===== src/shared/dds_port_defines.svh =====
// Constants for the synthesizer programming port host
`ifndef DDS_PORT_DEFINES_SVH
`define DDS_PORT_DEFINES_SVH
`define DDS_INSTR_RD_BIT 7
`define DDS_ADDR_W       5
`define DDS_CONTROL_FUNCTION_REG_ONE_ADDR    5'h00
`define DDS_ORDER_BYTE   4'h2
`define DDS_ORDER_BIT    7
`define DDS_HALF_CYC     4
`define DDS_MAX_BYTES    8
`define DDS_PAR_CYCLES   2'h3
`define DDS_BYTE_LAST    3'h7
`endif


===== src/shared/dds_port_pkg.sv =====
// Types for the synthesizer programming port host
`include "dds_port_defines.svh"
package dds_port_pkg;
  typedef struct packed {
    logic        read;       // 1 = read access
    logic        parallel;   // 1 = parallel port, 0 = serial port
    logic [7:0]  addr;       // Serial register address (low 5 bits) or parallel byte address
    logic [3:0]  nBytes;     // Serial register width in bytes, 1..8
    logic [63:0] wdata;      // Write data, byte 0 in bits 7:0
    logic [2:0]  profile;    // Profile select pin value
  } cmd_s;
  typedef enum logic [1:0] {IDLE, SER, PAR} state_e;
endpackage


===== src/hw/dds_port_host.sv =====
// Host controller driving the synthesizer serial and parallel programming pins
`timescale 1ns/100ps
`include "dds_port_defines.svh"
module dds_port_host #(
  parameter int HALF_CYC = `DDS_HALF_CYC        // System clocks per link clock half period
) (
  input  wire logic               clk,          // System clock
  input  wire logic               rst,          // Synchronous reset, high
  input  wire logic               cmdValid,     // Start a transfer
  output logic                    cmdReady,     // Idle, command can be taken
  input  wire dds_port_pkg::cmd_s cmd,          // Transfer description
  input  wire logic               lsbFirstInit, // Bit order the device holds now
  input  wire logic               keepCsLow,    // Hold serial chip select low between cycles
  input  wire logic               suspend,      // Pause a serial cycle with chip select high
  output logic                    done,         // Transfer finished, one cycle
  output logic [63:0]             readData,     // Collected read bytes
  output logic                    lsbFirst,     // Bit order currently in force
  output logic                    csN,          // Chip select, low active
  output logic                    sclk,         // Serial clock
  output logic                    sdioOut,      // Serial data out
  output logic                    sdioOe,       // Serial data drive enable
  input  wire logic               sdioIn,       // Serial data pin level
  output logic                    pclk,         // Parallel clock
  output logic                    rdWr,         // Parallel direction, high = read
  output logic [7:0]              adOut,        // Parallel address/data out
  output logic                    adOe,         // Parallel bus drive enable
  input  wire logic [7:0]         adIn,         // Parallel bus pin levels
  output logic [2:0]              profileSel    // Profile select pins
);
  import dds_port_pkg::*;

  // ----------------------------------------------------------------
  // State and link clock divider
  // ----------------------------------------------------------------
  state_e      state;
  cmd_s        cur;
  logic [7:0]  divCnt;
  logic        lnk;
  logic        hold;
  logic        tick;
  logic        rise;
  logic        fall;
  logic [2:0]  bitIdx;
  logic [3:0]  byteNum;
  logic [7:0]  curByte;
  logic [7:0]  rdByte;
  logic        startLsb;
  logic [1:0]  pRise;
  logic        sdioMeta, sdioSync;
  logic [7:0]  adMeta, adSync;
  logic        lastBit;
  logic [3:0]  dataIdx;
  logic [3:0]  nextIdx;

  // Pausing only with the clock low keeps the device from seeing a short pulse
  assign hold = (state == SER) && suspend && !lnk;
  assign tick = (state != IDLE) && !hold && (divCnt == 8'(HALF_CYC - 1));
  assign rise = tick && !lnk;
  assign fall = tick && lnk;
  assign cmdReady = (state == IDLE);

  // Divider counts only while a transfer runs, so the link clock idles low
  always_ff @(posedge clk) begin
    if (rst || state == IDLE || hold) begin
      divCnt <= 8'h00;
    end else if (tick) begin
      divCnt <= 8'h00;
    end else begin
      divCnt <= divCnt + 8'h01;
    end
  end

  // Link clock level
  always_ff @(posedge clk) begin
    if (rst || state == IDLE) begin
      lnk <= 1'b0;
    end else if (tick) begin
      lnk <= !lnk;
    end
  end

  assign sclk = (state == SER) && lnk;
  assign pclk = (state == PAR) && lnk;

  // ----------------------------------------------------------------
  // Pin input synchronisers
  // ----------------------------------------------------------------
  // Device answers come from outside this clock, two flops before use
  always_ff @(posedge clk) begin
    if (rst) begin
      sdioMeta <= 1'b0;
      sdioSync <= 1'b0;
      adMeta   <= 8'h00;
      adSync   <= 8'h00;
    end else begin
      sdioMeta <= sdioIn;
      sdioSync <= sdioMeta;
      adMeta   <= adIn;
      adSync   <= adMeta;
    end
  end

  // ----------------------------------------------------------------
  // Serial sequencing
  // ----------------------------------------------------------------
  assign lastBit = (bitIdx == `DDS_BYTE_LAST);
  // Byte order is fixed by the order in force at cycle start
  assign nextIdx = startLsb ? byteNum : cur.nBytes - byteNum - 4'h1;
  assign dataIdx = startLsb ? byteNum - 4'h1 : cur.nBytes - byteNum;

  // Transfer state machine
  always_ff @(posedge clk) begin
    if (rst) begin
      state <= IDLE;
      cur   <= '0;
    end else begin
      case (state)
        IDLE: begin
          if (cmdValid) begin
            cur   <= cmd;
            state <= cmd.parallel ? PAR : SER;
          end
        end
        SER: begin
          if (fall && lastBit && byteNum == cur.nBytes) begin
            state <= IDLE;
          end
        end
        PAR: begin
          if (fall && pRise == `DDS_PAR_CYCLES) begin
            state <= IDLE;
          end
        end
        default: begin
          state <= IDLE;
        end
      endcase
    end
  end

  // Bit and byte counters, outgoing byte and bit order
  always_ff @(posedge clk) begin
    if (rst) begin
      bitIdx   <= 3'h0;
      byteNum  <= 4'h0;
      curByte  <= 8'h00;
      startLsb <= 1'b0;
      lsbFirst <= 1'b0;
    end else if (state == IDLE) begin
      bitIdx  <= 3'h0;
      byteNum <= 4'h0;
      if (cmdValid) begin
        lsbFirst <= lsbFirstInit;
        startLsb <= lsbFirstInit;
        // Don't-care bits sent as zero; low five bits pick the register
        curByte  <= {cmd.read, 2'b00, cmd.addr[`DDS_ADDR_W-1:0]};
      end
    end else if (state == SER && fall) begin
      if (lastBit) begin
        // Writing the order bit switches bit order for the rest of the cycle
        if (!cur.read && cur.addr[`DDS_ADDR_W-1:0] == `DDS_CONTROL_FUNCTION_REG_ONE_ADDR && byteNum != 4'h0
            && dataIdx == `DDS_ORDER_BYTE) begin
          lsbFirst <= curByte[`DDS_ORDER_BIT];
        end
        bitIdx  <= 3'h0;
        byteNum <= byteNum + 4'h1;
        curByte <= cur.wdata[{nextIdx[2:0], 3'h0} +: 8];
      end else begin
        bitIdx <= bitIdx + 3'h1;
      end
    end
  end

  // Host changes data with the clock low; the device samples on the rise
  // A flop keeps mux glitches off the pin; one clock of lag is far inside the low phase
  always_ff @(posedge clk) begin
    if (rst) begin
      sdioOut <= 1'b0;
    end else begin
      sdioOut <= lsbFirst ? curByte[bitIdx] : curByte[3'h7 - bitIdx];
    end
  end
  assign sdioOe  = (state == SER) && !hold && (byteNum == 4'h0 || !cur.read);

  // Read bits are taken just before the rise, when device data has settled
  always_ff @(posedge clk) begin
    if (rst) begin
      rdByte <= 8'h00;
    end else if (state == SER && rise && byteNum != 4'h0) begin
      if (lsbFirst) begin
        rdByte[bitIdx] <= sdioSync;
      end else begin
        rdByte[3'h7 - bitIdx] <= sdioSync;
      end
    end
  end

  // ----------------------------------------------------------------
  // Parallel sequencing
  // ----------------------------------------------------------------
  always_ff @(posedge clk) begin
    if (rst || state != PAR) begin
      pRise <= 2'h0;
    end else if (rise) begin
      pRise <= pRise + 2'h1;
    end
  end

  assign rdWr = (state == PAR) && cur.read;

  // Address in the first cycle, then write data or a released bus
  always_ff @(posedge clk) begin
    if (rst) begin
      adOut <= 8'h00;
      adOe  <= 1'b0;
    end else if (state == IDLE) begin
      adOut <= cmd.addr;
      adOe  <= cmdValid && cmd.parallel;
    end else if (state == PAR && fall) begin
      if (pRise == 2'h1) begin
        adOut <= cur.wdata[7:0];
        adOe  <= !cur.read;
      end else if (pRise == `DDS_PAR_CYCLES) begin
        adOe  <= 1'b0;
      end
    end
  end

  // ----------------------------------------------------------------
  // Chip select, profile pins, results
  // ----------------------------------------------------------------
  always_comb begin
    case (state)
      SER:     csN = hold;
      PAR:     csN = 1'b0;
      IDLE:    csN = !keepCsLow;
      default: csN = 1'b1;
    endcase
  end

  // Profile pins settle before the clock starts
  always_ff @(posedge clk) begin
    if (rst) begin
      profileSel <= 3'h0;
    end else if (state == IDLE && cmdValid) begin
      profileSel <= cmd.profile;
    end
  end

  // Read bytes land in their register position; done marks the end
  always_ff @(posedge clk) begin
    if (rst) begin
      readData <= 64'h0;
      done     <= 1'b0;
    end else begin
      done <= 1'b0;
      if (state == IDLE && cmdValid) begin
        readData <= 64'h0;
      end
      if (state == SER && fall && lastBit && byteNum != 4'h0 && cur.read) begin
        readData[{dataIdx[2:0], 3'h0} +: 8] <= rdByte;
      end
      if (state == PAR && rise && pRise == 2'h2 && cur.read) begin
        readData[7:0] <= adSync;
      end
      if (fall && ((state == SER && lastBit && byteNum == cur.nBytes) ||
                   (state == PAR && pRise == `DDS_PAR_CYCLES))) begin
        done <= 1'b1;
      end
    end
  end
endmodule


===== config.mk =====
export PLATFORM = sky130hd
export DESIGN_NAME = dds_port_host
export DESIGN_NICKNAME = d
export VERILOG_FILES = /design/src/shared/dds_port_pkg.sv /design/src/hw/dds_port_host.sv
export VERILOG_INCLUDE_DIRS = /design/src /design/src/shared
export SDC_FILE = /design/constraint.sdc
export NUM_CORES = 1
export LEC_CHECK = 0
export ABC_AREA = 1
export BUFFER_PORTS_ARGS = -buffer_cell sky130_fd_sc_hd__buf_2
export CORE_AREA = 4 4 139 141
export CTS_CLUSTER_DIAMETER = 100
export DETAILED_ROUTE_END_ITERATION = 6
export DIE_AREA = 0 0 143 145
export GPL_ROUTABILITY_DRIVEN = 0
export MAX_ROUTING_LAYER = met4
export PLACE_DENSITY = 0.78
export SYNTH_ARGS = -nofsm -noshare
export SYNTH_HDL_FRONTEND = slang
export SYNTH_SLANG_ARGS = --single-unit

===== constraint.sdc =====
create_clock -name clk -period 3.2 [get_ports clk]
set_input_delay 0.16 -clock clk [delete_from_list [all_inputs] [get_ports clk]]
set_output_delay 0.16 -clock clk [all_outputs]
set_load 0.05 [all_outputs]

; ---- Word-level counts from Yosys, hierarchy flattened
; Cells that the tools add are included.
; W data, S select, Z words.
[totals]
register_bits = 208
out_inout_bits = 85
elab_cells = 160
[op_classes]
add_sub_neg = 9
magnitude_cmp = 4
n_eq_ne = 13
shift = 3
mux = 43
reduce_logical = 64
[op_table]
columns = cell, n
row1 = $mux W64, 3
row2 = $mux W8, 9
row3 = $bwmux W64, 1
row4 = $shift A8 B8 Y64 const A, 1
row5 = $shiftx A64 B7 Y8, 1
row6 = $shiftx A8 B8 Y64, 1
row7 = $logic_and A1 B1 Y1, 35
row8 = $bwmux W8, 2
row9 = $mux W1, 15
row10 = $reduce_bool A2 Y1, 6
row11 = $add A8 B1 Y8 const B, 1
row12 = $eq A8 B2 Y1 const B, 1
row13 = $lt A3 B4 Y1 const B, 2
row14 = $mux W2, 4
row15 = $neg A6 Y8, 1
row16 = $reduce_and A2 Y1, 4
row17 = $bmux W1 S3, 2
row18 = $demux W1 S3, 2
row19 = $eq A2 B2 Y1 const B, 3
row20 = $ge A3 B1 Y1 const B, 2
row21 = $mux W3, 2
row22 = $ne A2 B2 Y1 const B, 3
row23 = $pmux W2 S3, 1
row24 = $reduce_and A3 Y1, 2
row25 = 23 further kinds, 32

; ---- Longest topological paths before layout
[depth]
word_depth = 13
mapped_depth = 18
depth_no_buf = 18

; ---- Worst setup path before layout
; OpenSTA, ideal clock, no wires.
[synth_path]
kind = register -> register
start = register byteNum[0]
end = register readData[0]
arrival_time_ps = 2692
t_required_ps = 3091
setup_slack_ps = 399
path_stages_with_launch = 17
path_cell_list = dfxtp_1 > ha_1 > nand2_1 > nand2_1 > buf_6 > buf_2 > buf_2 > ha_1 > ha_1 > inv_1 > nand4_1 > nor2_2 > nand3_2 > nand2_1 > nand3_1 > nand2_1 > inv_1
[synth_via]
elab_chain_len = 7
word_cells_on_any_way = 12
classes_between = 3 x add/sub / 2 x shift / 4 x mux / 3 x reduce/logical
[synth_lines]
columns = item, line_no
row1 = from (decl), dds_port_host.sv:44  ; logic [3:0] byteNum;
row2 = from (signal assigned), dds_port_host.sv:166  ; byteNum <= byteNum + 4'h1;
row3 = $sub A4 B4 Y4 / $sub A4 B1 Y4 (equally long branches), dds_port_host.sv:109  ; assign dataIdx = startLsb ? byteNum - 4'h1 : cur.nBytes - byteNum;
row4 = $mux W4, dds_port_host.sv:109
row5 = $neg A6 Y8, dds_port_host.sv:261  ; readData[{dataIdx[2:0], 3'h0} +: 8] <= rdByte;
row6 = $shiftx A8 B8 Y64 / $shift A8 B8 Y64 (equally long branches), dds_port_host.sv:261
row7 = $bwmux W64, dds_port_host.sv:261
row8 = $mux W64 (*), dds_port_host.sv:260  ; if (state == SER && fall && lastBit && byteNum != 4'h0 && cur.read) begin
row9 = $mux W8 (*), dds_port_host.sv:263  ; if (state == PAR && rise && pRise == 2'h2 && cur.read) begin
row10 = "to (signal, indexed assignment)", dds_port_host.sv:261
row11 = to (signal assigned), dds_port_host.sv:264  ; readData[7:0] <= adSync;
row12 = to (decl), dds_port_host.sv:16  ; output logic [63:0] readData,
; Mark *: on every way between the ends. The rest lies on a longest branch, timed or not.
; A chain may end at the register's enable or synchronous reset.

; ---- Worst setup path after layout
[layout_path]
start = register byteNum[0]
end = register readData[2]
; Same word-level chain as after synthesis.

==> results.md <==
- Average routed wire per standard cell: 14.8 um
- Total of buffers placed on input and output ports: 180
- Shortest clock period the worst path allows after layout: 2980 ps
- Antenna-violating nets left: 0
- Area delta synth->final: 26.5%
- Total setup buffers inserted after CTS: 0
- H-tree depth reported by CTS: 1
- Highest routed layer: met4
- Critical path required time: around 3600 ps
- Via count of the first global-routing pass: between 9,000 and 10,000
- Post-route DRC violation count: 0
- Setup TNS: 0 ps
- Total wire length: 28,100 um
- DR vias/cell: 5.26
- Kind of start point of the critical path: flip-flop
- Run status: finished, final reports clean
- Wire length on met2: 13,100 um
- Placed cells: roughly 1,800
- Static Leakage: 0.00605 uW
- Met3 wire len: 1940 um
- Die Wd: 143 um
- Synthesized area per cell: 6.91 sq um
- Number of pins with negative max-slew slack in the final report: 0
- Post-synth net total: 1,529
- Latest clock arrival within the worst-skew pair: 500 ps
- Router iterations before antenna repair: 5
- Maximum clock skew at final layout: 10.2 ps
- Number of maximum-capacitance constraint violations: 0
- CTS tree: yes
- Crit path arrival time: between 3000 and 4000 ps
- Routed length on met1: 11,900 um
- Final Cycle Share: between 90% and 100%
- Clock transition at the register clock pins on the worst setup and hold paths after CTS: 60 ps
- Endpoint type of the worst setup path: flip-flop
- Maximum number of pins on one net before global-route repair: roughly 130
- Power Density: 538 nW/um^2
- Buffers from clock root to sink, at most: 3
- Number of buffers inserted during clock tree synthesis: 22
- Number of storage elements in the synthesis netlist: 208
- Starting Density: between 50% and 60%
- Worst Path Max Fanout: 8
- Final layout net count: 1,764
- Final count of hold timing violations: 0
- Antenna violations before repair: 1
- Worst Hold Class: in2reg
- Wire length of the first global-routing pass: 46,500 um
- Vias after detailed routing: 9,977
- Die area: a little over 20,000 sq um
- Setup-violating endpoint count in the final report: 0
- Detailed Route Iter0 Violations: 830
- Synth warnings: 0
- Fmax: 0.336 GHz
- Sink count of the clock tree: 208
- RSZ-0062 raised after global routing: false
- Classification of the worst setup path: reg2reg
- Row count: ~50
- Number of fill cells in the layout: between 1,000 and 1,500
- Die Y: 145 um
- Slew at the pin closest to its max-slew limit: 744 ps
- Tot GR Track Use: between 20% and 30%
- Num ports: 181
- Core area: around 18,000 sq um
- Root buf cell: sky130_fd_sc_hd__clkbuf_16
- Post-synthesis instance area: between 9000 and 10,000 sq um
- Total half-perimeter wirelength after legalization and detailed placement: 18,300 um
- Worst-case headroom to the max-slew limit: 50.4%
- Gate Count Post-Synth: 1,416
- Count of different cell masters after synthesis: between 40 and 50
- Overflow left after global routing: 0
- Fraction of final layout cells sized beyond drive strength 1: ~17%
- Sequential share of the synthesized area: 42.5%
- Final cell count without fillers: between 1,500 and 2,000
- Worst vdd ir: 0.405 mV
## layout by cell type, fill, tap and decap left out, types with 4 or more instances in the layout
cell type / n
sky130_fd_sc_hd__nand3_1: 69
sky130_fd_sc_hd__dlygate4sd3_1: 90
sky130_fd_sc_hd__o21ai_1: 6
sky130_fd_sc_hd__o21ai_0: 128
sky130_fd_sc_hd__nand3_2: 5
sky130_fd_sc_hd__a21oi_1: 100
sky130_fd_sc_hd__nand4_1: 15
sky130_fd_sc_hd__o211ai_1: 7
sky130_fd_sc_hd__nand2_2: 10
sky130_fd_sc_hd__nand2_4: 6
sky130_fd_sc_hd__ha_1: 16
sky130_fd_sc_hd__clkbuf_16: 23
sky130_fd_sc_hd__a211oi_1: 6
sky130_fd_sc_hd__nor3_1: 23
sky130_fd_sc_hd__o22ai_1: 4
sky130_fd_sc_hd__nor2_1: 277
sky130_fd_sc_hd__inv_2: 6
sky130_fd_sc_hd__o21a_1: 6
sky130_fd_sc_hd__dfxtp_1: 208
sky130_fd_sc_hd__inv_1: 141
sky130_fd_sc_hd__nor2_2: 4
sky130_fd_sc_hd__nand2_1: 274
sky130_fd_sc_hd__a22oi_1: 8
sky130_fd_sc_hd__buf_2: 180
sky130_fd_sc_hd__clkinv_2: 5
sky130_fd_sc_hd__clkbuf_8: 5
sky130_fd_sc_hd__buf_4: 14
## Yosys cell counts
master / number / area (sq um)
sky130_fd_sc_hd__or2_2: 1 / 6.26
sky130_fd_sc_hd__xor2_1: 3 / 26.3
sky130_fd_sc_hd__a22oi_1: 8 / 60.1
sky130_fd_sc_hd__inv_1: 142 / 533
sky130_fd_sc_hd__nor2_1: 277 / 1040
sky130_fd_sc_hd__nor2_8: 1 / 20.0
sky130_fd_sc_hd__nand2_1: 276 / 1040
sky130_fd_sc_hd__buf_2: 20 / 100
sky130_fd_sc_hd__ha_1: 16 / 200
sky130_fd_sc_hd__nand2_2: 9 / 56.3
sky130_fd_sc_hd__nand3_1: 69 / 345
sky130_fd_sc_hd__inv_2: 6 / 22.5
sky130_fd_sc_hd__inv_6: 1 / 8.76
sky130_fd_sc_hd__clkbuf_8: 6 / 82.6
sky130_fd_sc_hd__nor3b_1: 1 / 7.51
sky130_fd_sc_hd__a211oi_1: 6 / 45.0
sky130_fd_sc_hd__nand2_4: 5 / 56.3
sky130_fd_sc_hd__nor4_1: 1 / 6.26
sky130_fd_sc_hd__o22ai_1: 4 / 25.0
sky130_fd_sc_hd__o21bai_4: 1 / 18.8
sky130_fd_sc_hd__buf_1: 5 / 18.8
sky130_fd_sc_hd__o21ai_1: 7 / 35.0
sky130_fd_sc_hd__nor2_4: 3 / 33.8
sky130_fd_sc_hd__a21oi_1: 100 / 500
sky130_fd_sc_hd__nand4_1: 15 / 93.8
sky130_fd_sc_hd__nand3_4: 1 / 17.5
sky130_fd_sc_hd__nor3_1: 23 / 115
sky130_fd_sc_hd__clkinv_1: 1 / 3.75
sky130_fd_sc_hd__o21ai_2: 1 / 8.76
sky130_fd_sc_hd__o21a_1: 6 / 45.0
sky130_fd_sc_hd__fa_1: 1 / 20.0
sky130_fd_sc_hd__o211ai_1: 7 / 52.6
sky130_fd_sc_hd__o21ai_0: 128 / 641
sky130_fd_sc_hd__nor3_2: 2 / 20.0
sky130_fd_sc_hd__nor2_2: 4 / 25.0
sky130_fd_sc_hd__nand3_2: 5 / 50.1
sky130_fd_sc_hd__clkbuf_1: 33 / 124
sky130_fd_sc_hd__dfxtp_1: 208 / 4160
sky130_fd_sc_hd__buf_6: 8 / 90.1
sky130_fd_sc_hd__a31oi_1: 2 / 12.5
sky130_fd_sc_hd__buf_4: 3 / 22.5
## repair_timing
action,4_1_cts,5_1_grt
endpoints found under the setup margin,0,10
hold endpoints to repair,91,0
gates resized for setup,0,1
hold buffers,90,0
## through the flow
step           total power (uW)  util [%]  hold slack [ps]  setup WS, ps  instance area (sq um)
2_1_floorplan              3600         -              267           399                   9790
3_3_place_gp               3860      59.5              363           363                  10700
3_5_place_dp               3880      59.5              365           226                  10700
4_1_cts                    6660      68.9             7.06           212                  12400
5_1_grt                    6960      68.9             55.3          21.7                  12400
6_report                   6670      68.9             29.6           224                  12400
## report_power, final
| part | internal, uW | total, uW | switching (uW) |
|---|---|---|---|
| clock | 1670 | 2710 | 1040 |
| sequential | 2730 | 2800 | 71.8 |
| combinational | 389 | 1150 | 764 |
| total | 4790 | 6670 | 1870 |
## metal layers
metal,global-route usage [%],up-vias
li1,-,4998
met1,36.2,4476
met2,43.8,402
met3,3.09,101
met4,11.4,0
met5,-,-
## cell families (layout without fill, tap and decap cells)
kind of cell / count (synthesis) / count (layout) / share of synthesized area, %
buf+inv: 225 / 476 / 10.3
fa+ha+maj: 17 / 17 / 2.25
other cells: 0 / 1 / 0
simple gates: 693 / 693 / 29.9
xor+xnor: 3 / 3 / 0.268
compound gates: 270 / 270 / 14.7
flops: 208 / 208 / 42.5
## worst paths after layout
path                    from     endpoint  slack, ps  cells after the start
hold reg to reg    adMeta[6]    adSync[6]        400                      2
setup / recovery  byteNum[0]  readData[2]        220                     14
setup reg to reg  byteNum[0]  readData[2]        220                     14
hold / removal       cmd[77]     adOut[6]         30                      5
## registers in the layout, indices dropped and copies added, names as in the netlist
| register | cells |
|---|---|
| adMeta | 8 |
| readData | 64 |
| byteNum | 4 |
| rdByte | 8 |
| state | 2 |
| lsbFirst | 1 |
| adOe | 1 |
| sdioSync | 1 |
| done | 1 |
| pRise | 2 |
| adSync | 8 |
| sdioOut | 1 |
| cur | 74 |
| divCnt | 8 |
| lnk | 1 |
| bitIdx | 3 |
| curByte | 8 |
| startLsb | 1 |
| profileSel | 3 |
| adOut | 8 |
| sdioMeta | 1 |
## worst max-delay path, cell delays in order, from the launching register on
cell and delay [ps]:
sky130_fd_sc_hd__dfxtp_1 410, sky130_fd_sc_hd__ha_1 180, sky130_fd_sc_hd__inv_1 60, sky130_fd_sc_hd__fa_1 520, sky130_fd_sc_hd__o21ai_2 90, sky130_fd_sc_hd__ha_1 220
sky130_fd_sc_hd__ha_1 360, sky130_fd_sc_hd__inv_1 140, sky130_fd_sc_hd__nand4_1 130, sky130_fd_sc_hd__nor2_2 250, sky130_fd_sc_hd__nand3_2 200, sky130_fd_sc_hd__nand2_1 110
sky130_fd_sc_hd__nand3_1 80, sky130_fd_sc_hd__nand2_1 80, sky130_fd_sc_hd__inv_1 40
## layout make-up
type	count	area [sq um]	share of cell area [%]
clock buffers	31	656	5.29
diodes	1	2.50	0.0202
inverters	150	569	4.60
well taps	229	287	2.31
multi-input cells	983	4630	37.4
repair buffers	286	1950	15.7
flip-flops and latches	208	4160	33.6
clock inverters	9	126	1.02
Power figures use the tool's default switching activity.
